<file path="config.mk">
export PLATFORM = sky130hd
export DESIGN_NAME = demand_front_end
export DESIGN_NICKNAME = d
export VERILOG_FILES = /design/src/rtl/demand_pkg.sv /design/src/rtl/demand_front_end.sv
export SDC_FILE = /design/constraint.sdc
export NUM_CORES = 2
export LEC_CHECK = 0
export BUFFER_PORTS_ARGS = -buffer_cell sky130_fd_sc_hd__buf_2
export CAP_MARGIN = 25
export CELL_PAD_IN_SITES_DETAIL_PLACEMENT = 0
export CELL_PAD_IN_SITES_GLOBAL_PLACEMENT = 2
export CORE_ASPECT_RATIO = 0.8
export CORE_MARGIN = 4
export CORE_UTILIZATION = 40
export DETAILED_ROUTE_END_ITERATION = 12
export HOLD_SLACK_MARGIN = 0.03
export PLACE_DENSITY_LB_ADDON = 0.2
export SYNTH_ARGS = -nofsm -noshare
export SYNTH_HDL_FRONTEND = slang
export SYNTH_SLANG_ARGS = --single-unit
</file>
<file path="constraint.sdc">
create_clock -name aclk -period 101.9 [get_ports aclk]
set_input_delay 25.475 -clock aclk [delete_from_list [all_inputs] [get_ports aclk]]
set_output_delay 25.475 -clock aclk [all_outputs]
set_load 0.01 [all_outputs]
</file>
<file path="src/rtl/demand_pkg.sv">
// Constants and types for the redundant demand front end
// Contract
// - Compare primary and backup demands only while tracking supervision enabled; off at reset.
// - Hold a maximum deviation setting, 0 to 100 percent, default 10.
// - Raise tracking fault only when deviation exceeds maximum longer than delay.
// - Tracking delay settable 0 to 10 seconds, default 1 second.
// - Switch mode: on tracking fault use backup, flag primary failed.
// - Default mode: on tracking fault keep primary, flag backup failed.
// - Low-pass filter the demand only when enabled; bypass by default.
// - Filter cut-off settable 1 to 20 Hz, default 20.
// - Lower duty breakpoint 5 to 95 percent, default 10, maps to lower demand.
// - Lower breakpoint above upper breakpoint gives reverse-acting demand.
// - Upper duty breakpoint 5 to 95 percent, default 90, maps to upper demand.
// - Signed duty offset -20 to +20 percent, default 0, added before scaling.
// - Demand at lower breakpoint 0 to 100 percent, default 0.
// - Demand at upper breakpoint 0 to 100 percent, default 100.
// - Duty low fault with threshold 2 to 50 percent, default 2.
// - Duty high fault with threshold 50 to 98 percent, default 98.
// - Backup returns control to primary once difference within failback inhibit, default 5.
// - Primary and backup sources selectable among PWM, analog, CAN; PWM default.
package demand_pkg;
    localparam logic [7:0]  A_CTRL    = 8'h00;
    localparam logic [7:0]  A_TRACK   = 8'h04;
    localparam logic [7:0]  A_DELAY   = 8'h08;
    localparam logic [7:0]  A_FILT    = 8'h0C;
    localparam logic [7:0]  A_SCALEX  = 8'h10;
    localparam logic [7:0]  A_SCALEY  = 8'h14;
    localparam logic [7:0]  A_FTH     = 8'h18;
    localparam logic [7:0]  A_STAT    = 8'h1C;
    localparam logic [7:0]  A_DEM     = 8'h20;
    localparam int          NCFG      = 7;
    // Reset words: CTRL all off/PWM, dev 10 inh 5, 1000 ms, 20 Hz
    localparam logic [31:0] RST_CTRL  = 32'h0000_0000;
    localparam logic [31:0] RST_TRACK = 32'h0000_050A;
    localparam logic [31:0] RST_DELAY = 32'h0000_03E8;
    localparam logic [31:0] RST_FILT  = 32'h0000_0014;
    localparam logic [31:0] RST_SCX   = 32'h0000_5A0A;
    localparam logic [31:0] RST_SCY   = 32'h0000_6400;
    localparam logic [31:0] RST_FTH   = 32'h0000_6202;
    localparam logic [7:0]  PCT_MAX   = 8'h64;
    localparam logic [13:0] DELAY_MAX = 14'h2710;
    localparam logic [4:0]  FC_MIN    = 5'h01;
    localparam logic [4:0]  FC_MAX    = 5'h14;
    localparam int          CLK_MHZ   = 250;
    localparam int          TICK_US   = 1000;
    localparam int          TICK_CYC  = CLK_MHZ * TICK_US;
    // Q16 gain per Hz at 1 kHz update: 2*pi/1000*65536
    localparam logic [8:0]  FILT_K    = 9'h19B;
    localparam logic [1:0]  SRC_PWM   = 2'h0;
    localparam logic [1:0]  SRC_ANA   = 2'h1;
    localparam logic [1:0]  SRC_CAN   = 2'h2;
    localparam logic [1:0]  RESP_OK   = 2'h0;
    localparam logic [1:0]  RESP_ERR  = 2'h2;

    typedef enum logic [2:0] {
        TRK_OK    = 3'b001,
        TRK_TIME  = 3'b010,
        TRK_FAULT = 3'b100
    } trk_state_t;

    typedef struct packed {
        logic              track_en;
        logic              sw_bkp;
        logic              filt_en;
        logic [1:0]        pri_src;
        logic [1:0]        bak_src;
        logic [7:0]        dev_max;
        logic [7:0]        fb_inh;
        logic [13:0]       delay_ms;
        logic [4:0]        cutoff;
        logic [7:0]        x_lo;
        logic [7:0]        x_hi;
        logic signed [7:0] offs;
        logic [7:0]        y_lo;
        logic [7:0]        y_hi;
        logic [7:0]        th_lo;
        logic [7:0]        th_hi;
    } cfg_t;
endpackage : demand_pkg

</file>
<file path="src/rtl/demand_front_end.sv">
// Redundant position demand selection, PWM scaling and filter
//
// The register offsets and the AXI4-Lite interface to the registers are this design's own decisions.
`timescale 1ns/1ns
module demand_front_end #(
    parameter int TICK_CYCLES = demand_pkg::TICK_CYC
) (
    input  wire logic        aclk,
    input  wire logic        aresetn,
    input  wire logic [7:0]  awaddr,
    input  wire logic        awvalid,
    output logic             awready,
    input  wire logic [31:0] wdata,
    input  wire logic [3:0]  wstrb,
    input  wire logic        wvalid,
    output logic             wready,
    output logic [1:0]       bresp,
    output logic             bvalid,
    input  wire logic        bready,
    input  wire logic [7:0]  araddr,
    input  wire logic        arvalid,
    output logic             arready,
    output logic [31:0]      rdata,
    output logic [1:0]       rresp,
    output logic             rvalid,
    input  wire logic        rready,
    input  wire logic [7:0]  pwm_duty,
    input  wire logic [7:0]  analog_demand,
    input  wire logic [7:0]  can_demand,
    output logic [7:0]       demand_out,
    output logic             track_fault,
    output logic             primary_failed,
    output logic             backup_failed,
    output logic             backup_in_control,
    output logic             duty_low_fault,
    output logic             duty_high_fault
);
    initial begin
        if (TICK_CYCLES < 2) $error("TICK_CYCLES too small");
    end

    function automatic logic [31:0] merge(input logic [31:0] o, input logic [31:0] n,
                                          input logic [3:0] s);
        for (int i = 0; i < 4; i++) begin
            if (s[i]) o[i*8 +: 8] = n[i*8 +: 8];
        end
        return o;
    endfunction : merge

    function automatic logic [7:0] clamp_pct(input logic signed [20:0] v);
        if (v < 0) return 8'h00;
        if (v > $signed({13'h0, demand_pkg::PCT_MAX})) return demand_pkg::PCT_MAX;
        return v[7:0];
    endfunction : clamp_pct

    function automatic logic [7:0] pick(input logic [1:0] s, input logic [7:0] p,
                                        input logic [7:0] a, input logic [7:0] c);
        if (s == demand_pkg::SRC_ANA) return a;
        if (s == demand_pkg::SRC_CAN) return c;
        return p;
    endfunction : pick

    // Register file and AXI4-Lite slave
    logic [31:0] cfg_ff [demand_pkg::NCFG];
    logic [31:0] nxt_cfg [demand_pkg::NCFG];
    logic [7:0]  aw_ff, nxt_aw;
    logic [31:0] wd_ff, nxt_wd, rdata_ff, nxt_rdata;
    logic [3:0]  ws_ff, nxt_ws;
    logic        awr_ff, nxt_awr, wr_ff, nxt_wr, awh_ff, nxt_awh, wh_ff, nxt_wh;
    logic        bv_ff, nxt_bv, arr_ff, nxt_arr, rv_ff, nxt_rv;
    logic [1:0]  br_ff, nxt_br, rr_ff, nxt_rr;
    logic [31:0] stat_w;
    logic [7:0]  dem_ff;
    demand_pkg::cfg_t cfg;

    assign cfg.track_en = cfg_ff[0][0];
    assign cfg.sw_bkp   = cfg_ff[0][1];
    assign cfg.filt_en  = cfg_ff[0][2];
    assign cfg.pri_src  = cfg_ff[0][5:4];
    assign cfg.bak_src  = cfg_ff[0][7:6];
    assign cfg.dev_max  = cfg_ff[1][7:0];
    assign cfg.fb_inh   = cfg_ff[1][15:8];
    assign cfg.delay_ms = (cfg_ff[2][13:0] > demand_pkg::DELAY_MAX) ?
                          demand_pkg::DELAY_MAX : cfg_ff[2][13:0];
    assign cfg.cutoff   = (cfg_ff[3][4:0] < demand_pkg::FC_MIN) ? demand_pkg::FC_MIN :
                          (cfg_ff[3][4:0] > demand_pkg::FC_MAX) ? demand_pkg::FC_MAX :
                          cfg_ff[3][4:0];
    assign cfg.x_lo     = cfg_ff[4][7:0];
    assign cfg.x_hi     = cfg_ff[4][15:8];
    assign cfg.offs     = cfg_ff[4][23:16];
    assign cfg.y_lo     = cfg_ff[5][7:0];
    assign cfg.y_hi     = cfg_ff[5][15:8];
    assign cfg.th_lo    = cfg_ff[6][7:0];
    assign cfg.th_hi    = cfg_ff[6][15:8];

    always_comb begin
        nxt_cfg = cfg_ff;
        nxt_aw = aw_ff;
        nxt_wd = wd_ff;
        nxt_ws = ws_ff;
        nxt_awh = awh_ff;
        nxt_wh = wh_ff;
        nxt_bv = bv_ff;
        nxt_br = br_ff;
        if (awvalid && awr_ff) begin
            nxt_aw = awaddr;
            nxt_awh = 1'b1;
        end
        if (wvalid && wr_ff) begin
            nxt_wd = wdata;
            nxt_ws = wstrb;
            nxt_wh = 1'b1;
        end
        if (bv_ff && bready) nxt_bv = 1'b0;
        if (awh_ff && wh_ff && !bv_ff) begin
            nxt_awh = 1'b0;
            nxt_wh = 1'b0;
            nxt_bv = 1'b1;
            nxt_br = demand_pkg::RESP_OK;
            if (aw_ff[1:0] == 2'h0 && aw_ff[7:2] < 6'(demand_pkg::NCFG)) begin
                nxt_cfg[aw_ff[4:2]] = merge(cfg_ff[aw_ff[4:2]], wd_ff, ws_ff);
            end else if (aw_ff != demand_pkg::A_STAT && aw_ff != demand_pkg::A_DEM) begin
                nxt_br = demand_pkg::RESP_ERR;
            end
        end
        nxt_awr = !nxt_awh;
        nxt_wr = !nxt_wh;
    end

    assign stat_w = {25'h0, backup_in_control, primary_failed, backup_failed,
                     track_fault, duty_high_fault, duty_low_fault, 1'b0};

    always_comb begin
        nxt_arr = arr_ff;
        nxt_rv = rv_ff;
        nxt_rr = rr_ff;
        nxt_rdata = rdata_ff;
        if (rv_ff && rready) begin
            nxt_rv = 1'b0;
            nxt_arr = 1'b1;
        end
        if (arvalid && arr_ff) begin
            nxt_arr = 1'b0;
            nxt_rv = 1'b1;
            nxt_rr = demand_pkg::RESP_OK;
            nxt_rdata = 32'h0000_0000;
            if (araddr[1:0] == 2'h0 && araddr[7:2] < 6'(demand_pkg::NCFG)) begin
                nxt_rdata = cfg_ff[araddr[4:2]];
            end else if (araddr == demand_pkg::A_STAT) begin
                nxt_rdata = stat_w;
            end else if (araddr == demand_pkg::A_DEM) begin
                nxt_rdata = {24'h0, dem_ff};
            end else begin
                nxt_rr = demand_pkg::RESP_ERR;
            end
        end
    end

    always_ff @(posedge aclk) begin
        if (!aresetn) begin
            cfg_ff <= '{demand_pkg::RST_CTRL, demand_pkg::RST_TRACK, demand_pkg::RST_DELAY,
                        demand_pkg::RST_FILT, demand_pkg::RST_SCX, demand_pkg::RST_SCY,
                        demand_pkg::RST_FTH};
            aw_ff <= 8'h00;
            wd_ff <= 32'h0000_0000;
            ws_ff <= 4'h0;
            awh_ff <= 1'b0;
            wh_ff <= 1'b0;
            awr_ff <= 1'b0;
            wr_ff <= 1'b0;
            bv_ff <= 1'b0;
            br_ff <= 2'h0;
            arr_ff <= 1'b0;
            rv_ff <= 1'b0;
            rr_ff <= 2'h0;
            rdata_ff <= 32'h0000_0000;
        end else begin
            cfg_ff <= nxt_cfg;
            aw_ff <= nxt_aw;
            wd_ff <= nxt_wd;
            ws_ff <= nxt_ws;
            awh_ff <= nxt_awh;
            wh_ff <= nxt_wh;
            awr_ff <= nxt_awr;
            wr_ff <= nxt_wr;
            bv_ff <= nxt_bv;
            br_ff <= nxt_br;
            arr_ff <= nxt_arr | (!arr_ff && !rv_ff);
            rv_ff <= nxt_rv;
            rr_ff <= nxt_rr;
            rdata_ff <= nxt_rdata;
        end
    end

    assign awready = awr_ff;
    assign wready = wr_ff;
    assign bvalid = bv_ff;
    assign bresp = br_ff;
    assign arready = arr_ff;
    assign rvalid = rv_ff;
    assign rresp = rr_ff;
    assign rdata = rdata_ff;

    // PWM offset, two-point scaling and duty faults
    logic signed [9:0]  d_adj, dx, dy, den;
    logic signed [20:0] num, q;
    logic [7:0]         d_c, pwm_dem, pri_d, bak_d, dev;

    always_comb begin
        d_adj = $signed({2'b00, pwm_duty}) + 10'(cfg.offs);
        d_c = clamp_pct(21'(d_adj));
        dx = $signed({2'b00, d_c}) - $signed({2'b00, cfg.x_lo});
        dy = $signed({2'b00, cfg.y_hi}) - $signed({2'b00, cfg.y_lo});
        den = $signed({2'b00, cfg.x_hi}) - $signed({2'b00, cfg.x_lo});
        num = 21'(dx * dy);
        q = (den == 10'sh000) ? 21'sh00000 : num / 21'(den);
        pwm_dem = clamp_pct(q + $signed({13'h0, cfg.y_lo}));
        pri_d = pick(cfg.pri_src, pwm_dem, analog_demand, can_demand);
        bak_d = pick(cfg.bak_src, pwm_dem, analog_demand, can_demand);
        dev = (pri_d > bak_d) ? pri_d - bak_d : bak_d - pri_d;
    end

    // Millisecond tick for delay and filter update
    logic [31:0] tick_cnt_ff, nxt_tick_cnt;
    logic        tick;
    assign tick = (tick_cnt_ff == 32'(TICK_CYCLES - 1));
    always_comb nxt_tick_cnt = tick ? 32'h0000_0000 : tick_cnt_ff + 32'h0000_0001;

    // Tracking supervision
    demand_pkg::trk_state_t st_ff, nxt_st;
    logic [13:0] ms_ff, nxt_ms;
    logic        exceed, restored;
    assign exceed = cfg.track_en && (dev > cfg.dev_max);
    assign restored = (dev <= cfg.fb_inh);

    always_comb begin
        nxt_st = st_ff;
        nxt_ms = ms_ff;
        case (st_ff)
            demand_pkg::TRK_OK: begin
                nxt_ms = 14'h0000;
                if (exceed) nxt_st = demand_pkg::TRK_TIME;
            end
            demand_pkg::TRK_TIME: begin
                if (!exceed) begin
                    nxt_st = demand_pkg::TRK_OK;
                end else if (tick) begin
                    if (ms_ff >= cfg.delay_ms) nxt_st = demand_pkg::TRK_FAULT;
                    nxt_ms = ms_ff + 14'h0001;
                end
            end
            demand_pkg::TRK_FAULT: begin
                if (!cfg.track_en || restored) nxt_st = demand_pkg::TRK_OK;
            end
            default: nxt_st = demand_pkg::TRK_OK;
        endcase
    end

    // Demand selection and optional low-pass filter
    logic [7:0]         sel_d;
    logic [23:0]        acc_ff, nxt_acc;
    logic signed [24:0] err;
    logic signed [40:0] step;
    logic               use_bkp;
    assign use_bkp = (nxt_st == demand_pkg::TRK_FAULT) && cfg.sw_bkp;
    assign sel_d = use_bkp ? bak_d : pri_d;

    always_comb begin
        err = $signed({1'b0, sel_d, 16'h0000}) - $signed({1'b0, acc_ff});
        step = 41'(err * $signed({2'b00, 14'(cfg.cutoff * demand_pkg::FILT_K)}));
        nxt_acc = acc_ff;
        if (!cfg.filt_en) begin
            nxt_acc = {sel_d, 16'h0000};
        end else if (tick) begin
            nxt_acc = acc_ff + 24'(step >>> 16);
        end
    end

    always_ff @(posedge aclk) begin
        if (!aresetn) begin
            tick_cnt_ff <= 32'h0000_0000;
            st_ff <= demand_pkg::TRK_OK;
            ms_ff <= 14'h0000;
            acc_ff <= 24'h00_0000;
            dem_ff <= 8'h00;
            track_fault <= 1'b0;
            primary_failed <= 1'b0;
            backup_failed <= 1'b0;
            backup_in_control <= 1'b0;
            duty_low_fault <= 1'b0;
            duty_high_fault <= 1'b0;
        end else begin
            tick_cnt_ff <= nxt_tick_cnt;
            st_ff <= nxt_st;
            ms_ff <= nxt_ms;
            acc_ff <= nxt_acc;
            dem_ff <= cfg.filt_en ? nxt_acc[23:16] : sel_d;
            track_fault <= (nxt_st == demand_pkg::TRK_FAULT);
            primary_failed <= use_bkp;
            backup_failed <= (nxt_st == demand_pkg::TRK_FAULT) && !cfg.sw_bkp;
            backup_in_control <= use_bkp;
            duty_low_fault <= (pwm_duty < cfg.th_lo);
            duty_high_fault <= (pwm_duty > cfg.th_hi);
        end
    end
    assign demand_out = dem_ff;
endmodule : demand_front_end

</file>
== Word level (Yosys, flattened, before mapping) ==
Index checks and enable logic that the tools add are counted.

* Output and inout port bits: 55
* Memories kept: 0
* Bits in registers: 397
* ROM bits: 0
* Logic and storage cells: 201
* Latch bits: 0
* Bits in writable memories: 0

* Bitwise operators: 4
* Reductions and logical operators: 33
* Shift-type cells: 0
* $mul: 3
* $add $sub $neg: 11
* Div/mod/pow operators: 1
* Muxes and demuxes: 85
* Equality and inequality tests: 15
* Order comparisons: 18

{| class="wikitable"
|+ Operators by type and width
! kind !! number
|-
| 2-to-1 mux 8 bit || 33
|-
| bitwise mux 224 bit || 1
|-
| binary-select mux 32 bit (select 3 bit) || 2
|-
| 2-to-1 mux 32 bit || 6
|-
| demux 32 bit (select 3 bit) || 1
|-
| 2-to-1 mux 24 bit || 2
|-
| 2-to-1 mux 14 bit || 3
|-
| multiplier 25 x 15 -> 40 bit || 1
|-
| adder 32 x 1 -> 32 bit, second input constant || 1
|-
| == test 32 x 18 -> 1 bit, second input constant || 1
|-
| case mux 14 bit (2 select lines) || 1
|-
| subtractor 8 x 8 -> 9 bit || 3
|-
| subtractor 24 x 24 -> 25 bit || 1
|-
| adder 24 bit || 1
|-
| greater-than comparator 8 bit || 3
|-
| 2-to-1 mux 1 bit || 22
|-
| adder 21 x 9 -> 21 bit || 1
|-
| divider 21 x 21 -> 21 bit || 1
|-
| greater-than comparator 21 x 8 -> 1 bit, second input constant || 1
|-
| less-than comparator 21 x 1 -> 1 bit, second input constant || 1
|-
| 2-to-1 mux 21 bit || 1
|-
| multiplier 9 x 9 -> 18 bit || 1
|-
| subtractor 8 bit || 2
|-
| logical AND 1 bit || 15
|-
| 39 further kinds || 65
|}

== Longest topological paths before layout ==
* Depth after elaboration: 33
* Depth in mapped cells: 333
* Depth with buffers taken out: 319

== Least setup slack after synthesis ==
Ideal clock, no wire load.

* Path kind: input -> register
* Start: in pwm_duty[0]
* End: reg with a tool-made name
* Stages: 310
* Data arrival time: 85.642 ns
* Path buffers: 16
* Setup time: 0.087 ns
* Slack: 16.170 ns
* Path through: ha_1 -> fa_1 -> a21o_1 -> a21oi_1 -> o21bai_1 -> a21oi_1 -> inv_1 -> a21oi_1 -> nor2_1 -> nor2_1 -> xor2_1 -> nand2_1 -> nor3_1 -> and2_1 -> ha_1 -> a21o_1 -> a21o_1 -> a21o_1 -> [... 274 more ...] -> and4_1 -> a311oi_1 -> o21ai_1 -> a21oi_1 -> o21ai_1 -> or4_1 -> o2111ai_1 -> a21boi_1 -> o21a_1 -> or4_1 -> and2_1 -> xor2_1 -> ha_1 -> o21ai_0 -> a21oi_1 -> a31oi_1 -> xnor2_1 -> o31ai_1

{| class="wikitable"
|+ RTL lines
! what !! line !! text
|-
| start, declared || demand_front_end.sv:27 || <nowiki>input wire logic [7:0] pwm_duty,</nowiki>
|}

==> flow_summary.ini <==
[synthesis]
synthDistinctLibCells = 92
synth.yosys.seq_area_share = 0.154
yosysTopAreaCellShare = 0.162
syn_area_per_cell_sq_um = 7.96
yosys.cell_count.top_type = nand2_1
synthesis.area_sq_um = 50400
yosys.area.top_type = fa_1
synth_edf_count = 0
ys.flop_type = dfxtp_1
synth_cells = 6331
ys_seq_elements = 387
synthTopCellsByCount = nand2_1 (749), nor2_1 (694), inv_1 (688)
yosys_warnings = 0
synth_area_leaders = fa_1 (16%), dfxtp_1 (15%), ha_1 (13%)
ys_async_sr_fraction = 0

[die]
core_area_sq_um = 125000
die_x_um = 405
std_cell_rows = 116
fp.dieArea_sq_um = 132000
ios = 138
initial_core_util = 0.403
die-height_um = 326

[clock_network]
cts_tree = done
cts_setup_buffers = 0
clk_pin_slew_ps = 60
root_buffer = clkbuf_16
htree_levels = 2
cts_sinks = 387
clk_path_buf_depth = 3
cts_buffers = 42
cts_hold_buffers = 0
clk_latency_ps = 590
post_cts_resized = 0

[global_routing]
grt_pass1_wl_um = 254000
grt_overflow = 0
grt_use_met3 = 0.0269
top_usage_layer = met2
grt_pass1_vias = 42800
grt_max_degree = 109
met1_usage = 0.366
grt_use_met2 = 0.379
track_usage = 0.243
antenna_found_initial = 5

[drt]
wl_um = 162000
drtIter0Drc = 3124
drtPass1Iterations = 6
vias_per_cell = 5.42
routedWlPerCell_um = 19.9
via_count = 43900
drc = 0
ant_nets = 0

[sta]
setup_violations = 0
maxSlewHeadroom = 0.268
setup-tns-final_ps = 0
rsz0062_at_grt = no
fin_crit_ps = 94150
whs_ps = 452
slew_violations = 0
max_freq_mhz = 10.6
skew_ps = 21.6
tightest_slew_ps = 1090
min_period_over_period = 0.924
finalHoldViolCount = 0

[setup_path]
cpLargestDelayFamily = compound AO/OA/AOI/OAI gates
arrival_ps = 94620
cp-start-kind = input port
crit_type = input port to register
worst-path-buf-inv = 20
cp.required_ps = 102370
end_kind = register
crit_slowest_cell = nor2_1
path_max_fanout = 35
slowest_delay_ps = 840
crit_top_cell = a21oi_1

[finish]
layout.area.seq_sq_um = 7760
layout-drive-gt1-share = 0.0751
fillers = 12800
area_delta_synth_final_pct = 8.45
instances_no_fill = 8103
multi_input_area_sq_um = 39500
fin_nets = 7431

[placement]
globalplace.congestion = 0.873
dp.cells = 8022
port_buffers = 135
dpl.hpwl_um = 126000

[run_status]
status = finished clean

[worst_hold_path]
hold_path_class = register to register

[job]
maxCapViolations = 0
==> cell families after synthesis <==
family                   after synthesis  synth area share
AO/OA/AOI/OAI                       1394             0.175
XOR/XNOR                             352            0.0613
adder cells (fa/ha/maj)              931             0.292
buffers and inverters                955            0.0724
flip-flops                           387             0.154
multiplexers                         261            0.0658
other                                  2          0.000149
AND/OR/NAND/NOR                     2049             0.180
==> sequential cells by signal, summed over array words and instances, names as in the netlist, 3 cells and up, named ones only <==
signal	count
aw_ff	8
st_ff	3
ms_ff	14
acc_ff	16
wd_ff	32
rdata	32
cfg_ff	145
tick_cnt_ff	32
cfg	79
ws_ff	4
==> layer usage <==
layer  share of wire  vias to the layer above
met3           0.054                      119
met4           0.014                        4
met5         0.00017                        -
met1            0.50                    21100
li1                -                    21600
met2            0.44                     1044
==> worst reg2reg max path, delay by kind of cell, from the launching register on <==
kind,cells,cell delay [ps]
AO/OA/AOI/OAI,152,33790
XOR/XNOR,10,1890
adder cells (fa/ha/maj),41,14610
buffers and inverters,19,3340
flip-flops,1,370
multiplexers,8,2510
AND/OR/NAND/NOR,58,12860
==> worst paths after layout <==
| check | to | cells after the start | startpoint | slack (ps) |
|---|---|---|---|---|
| setup / recovery | register | 289 | pwm_duty[0] | 7750 |
| hold reg to reg | rdata[8] | 2 | rdata[8] | 450 |
| setup reg to reg | register | 288 | cfg[32] | 32390 |
| hold / removal | rdata[8] | 2 | rdata[8] | 450 |
==> through the flow <==
stage | cell area, sq um | util | setup WS [ps]
after floorplan | 50700 | - | 16170
after global placement | 53300 | 0.426 | 9160
after detailed placement | 53300 | 0.426 | 7790
after CTS | 54600 | 0.437 | 8120
after global routing | 54700 | 0.437 | 2200
final | 54700 | 0.437 | 7750
==> placed cells by master (no fill, tap or decap), drive strengths merged, types with 47 or more instances in the layout <==
cell / count
conb: 84
mux4: 47
a211oi: 136
nor3: 109
buf: 223
nor2: 694
xnor2: 229
nor2b: 76
and2: 108
ha: 522
nand3: 71
o21a: 89
a21o: 97
nand2b: 56
mux2: 89
mux2i: 125
fa: 409
inv: 692
xor2: 123
o21ai: 273
dfxtp: 387
o211ai: 60
clkbuf: 61
a21oi: 467
nand2: 750
==> cell type report <==
class | instances | share of cell area
inverter | 692 | 0.0476
antenna | 2 | 0.0000915
clock inverter | 15 | 0.00320
timing repair buffer | 223 | 0.0248
clock buffer | 61 | 0.0218
tap | 1652 | 0.0378
multi-input combinational | 5071 | 0.723
sequential | 387 | 0.142
Power is left out: the tool's default activity adds up to more than one toggle a clock period on the data nets, which glitch-free logic cannot reach.
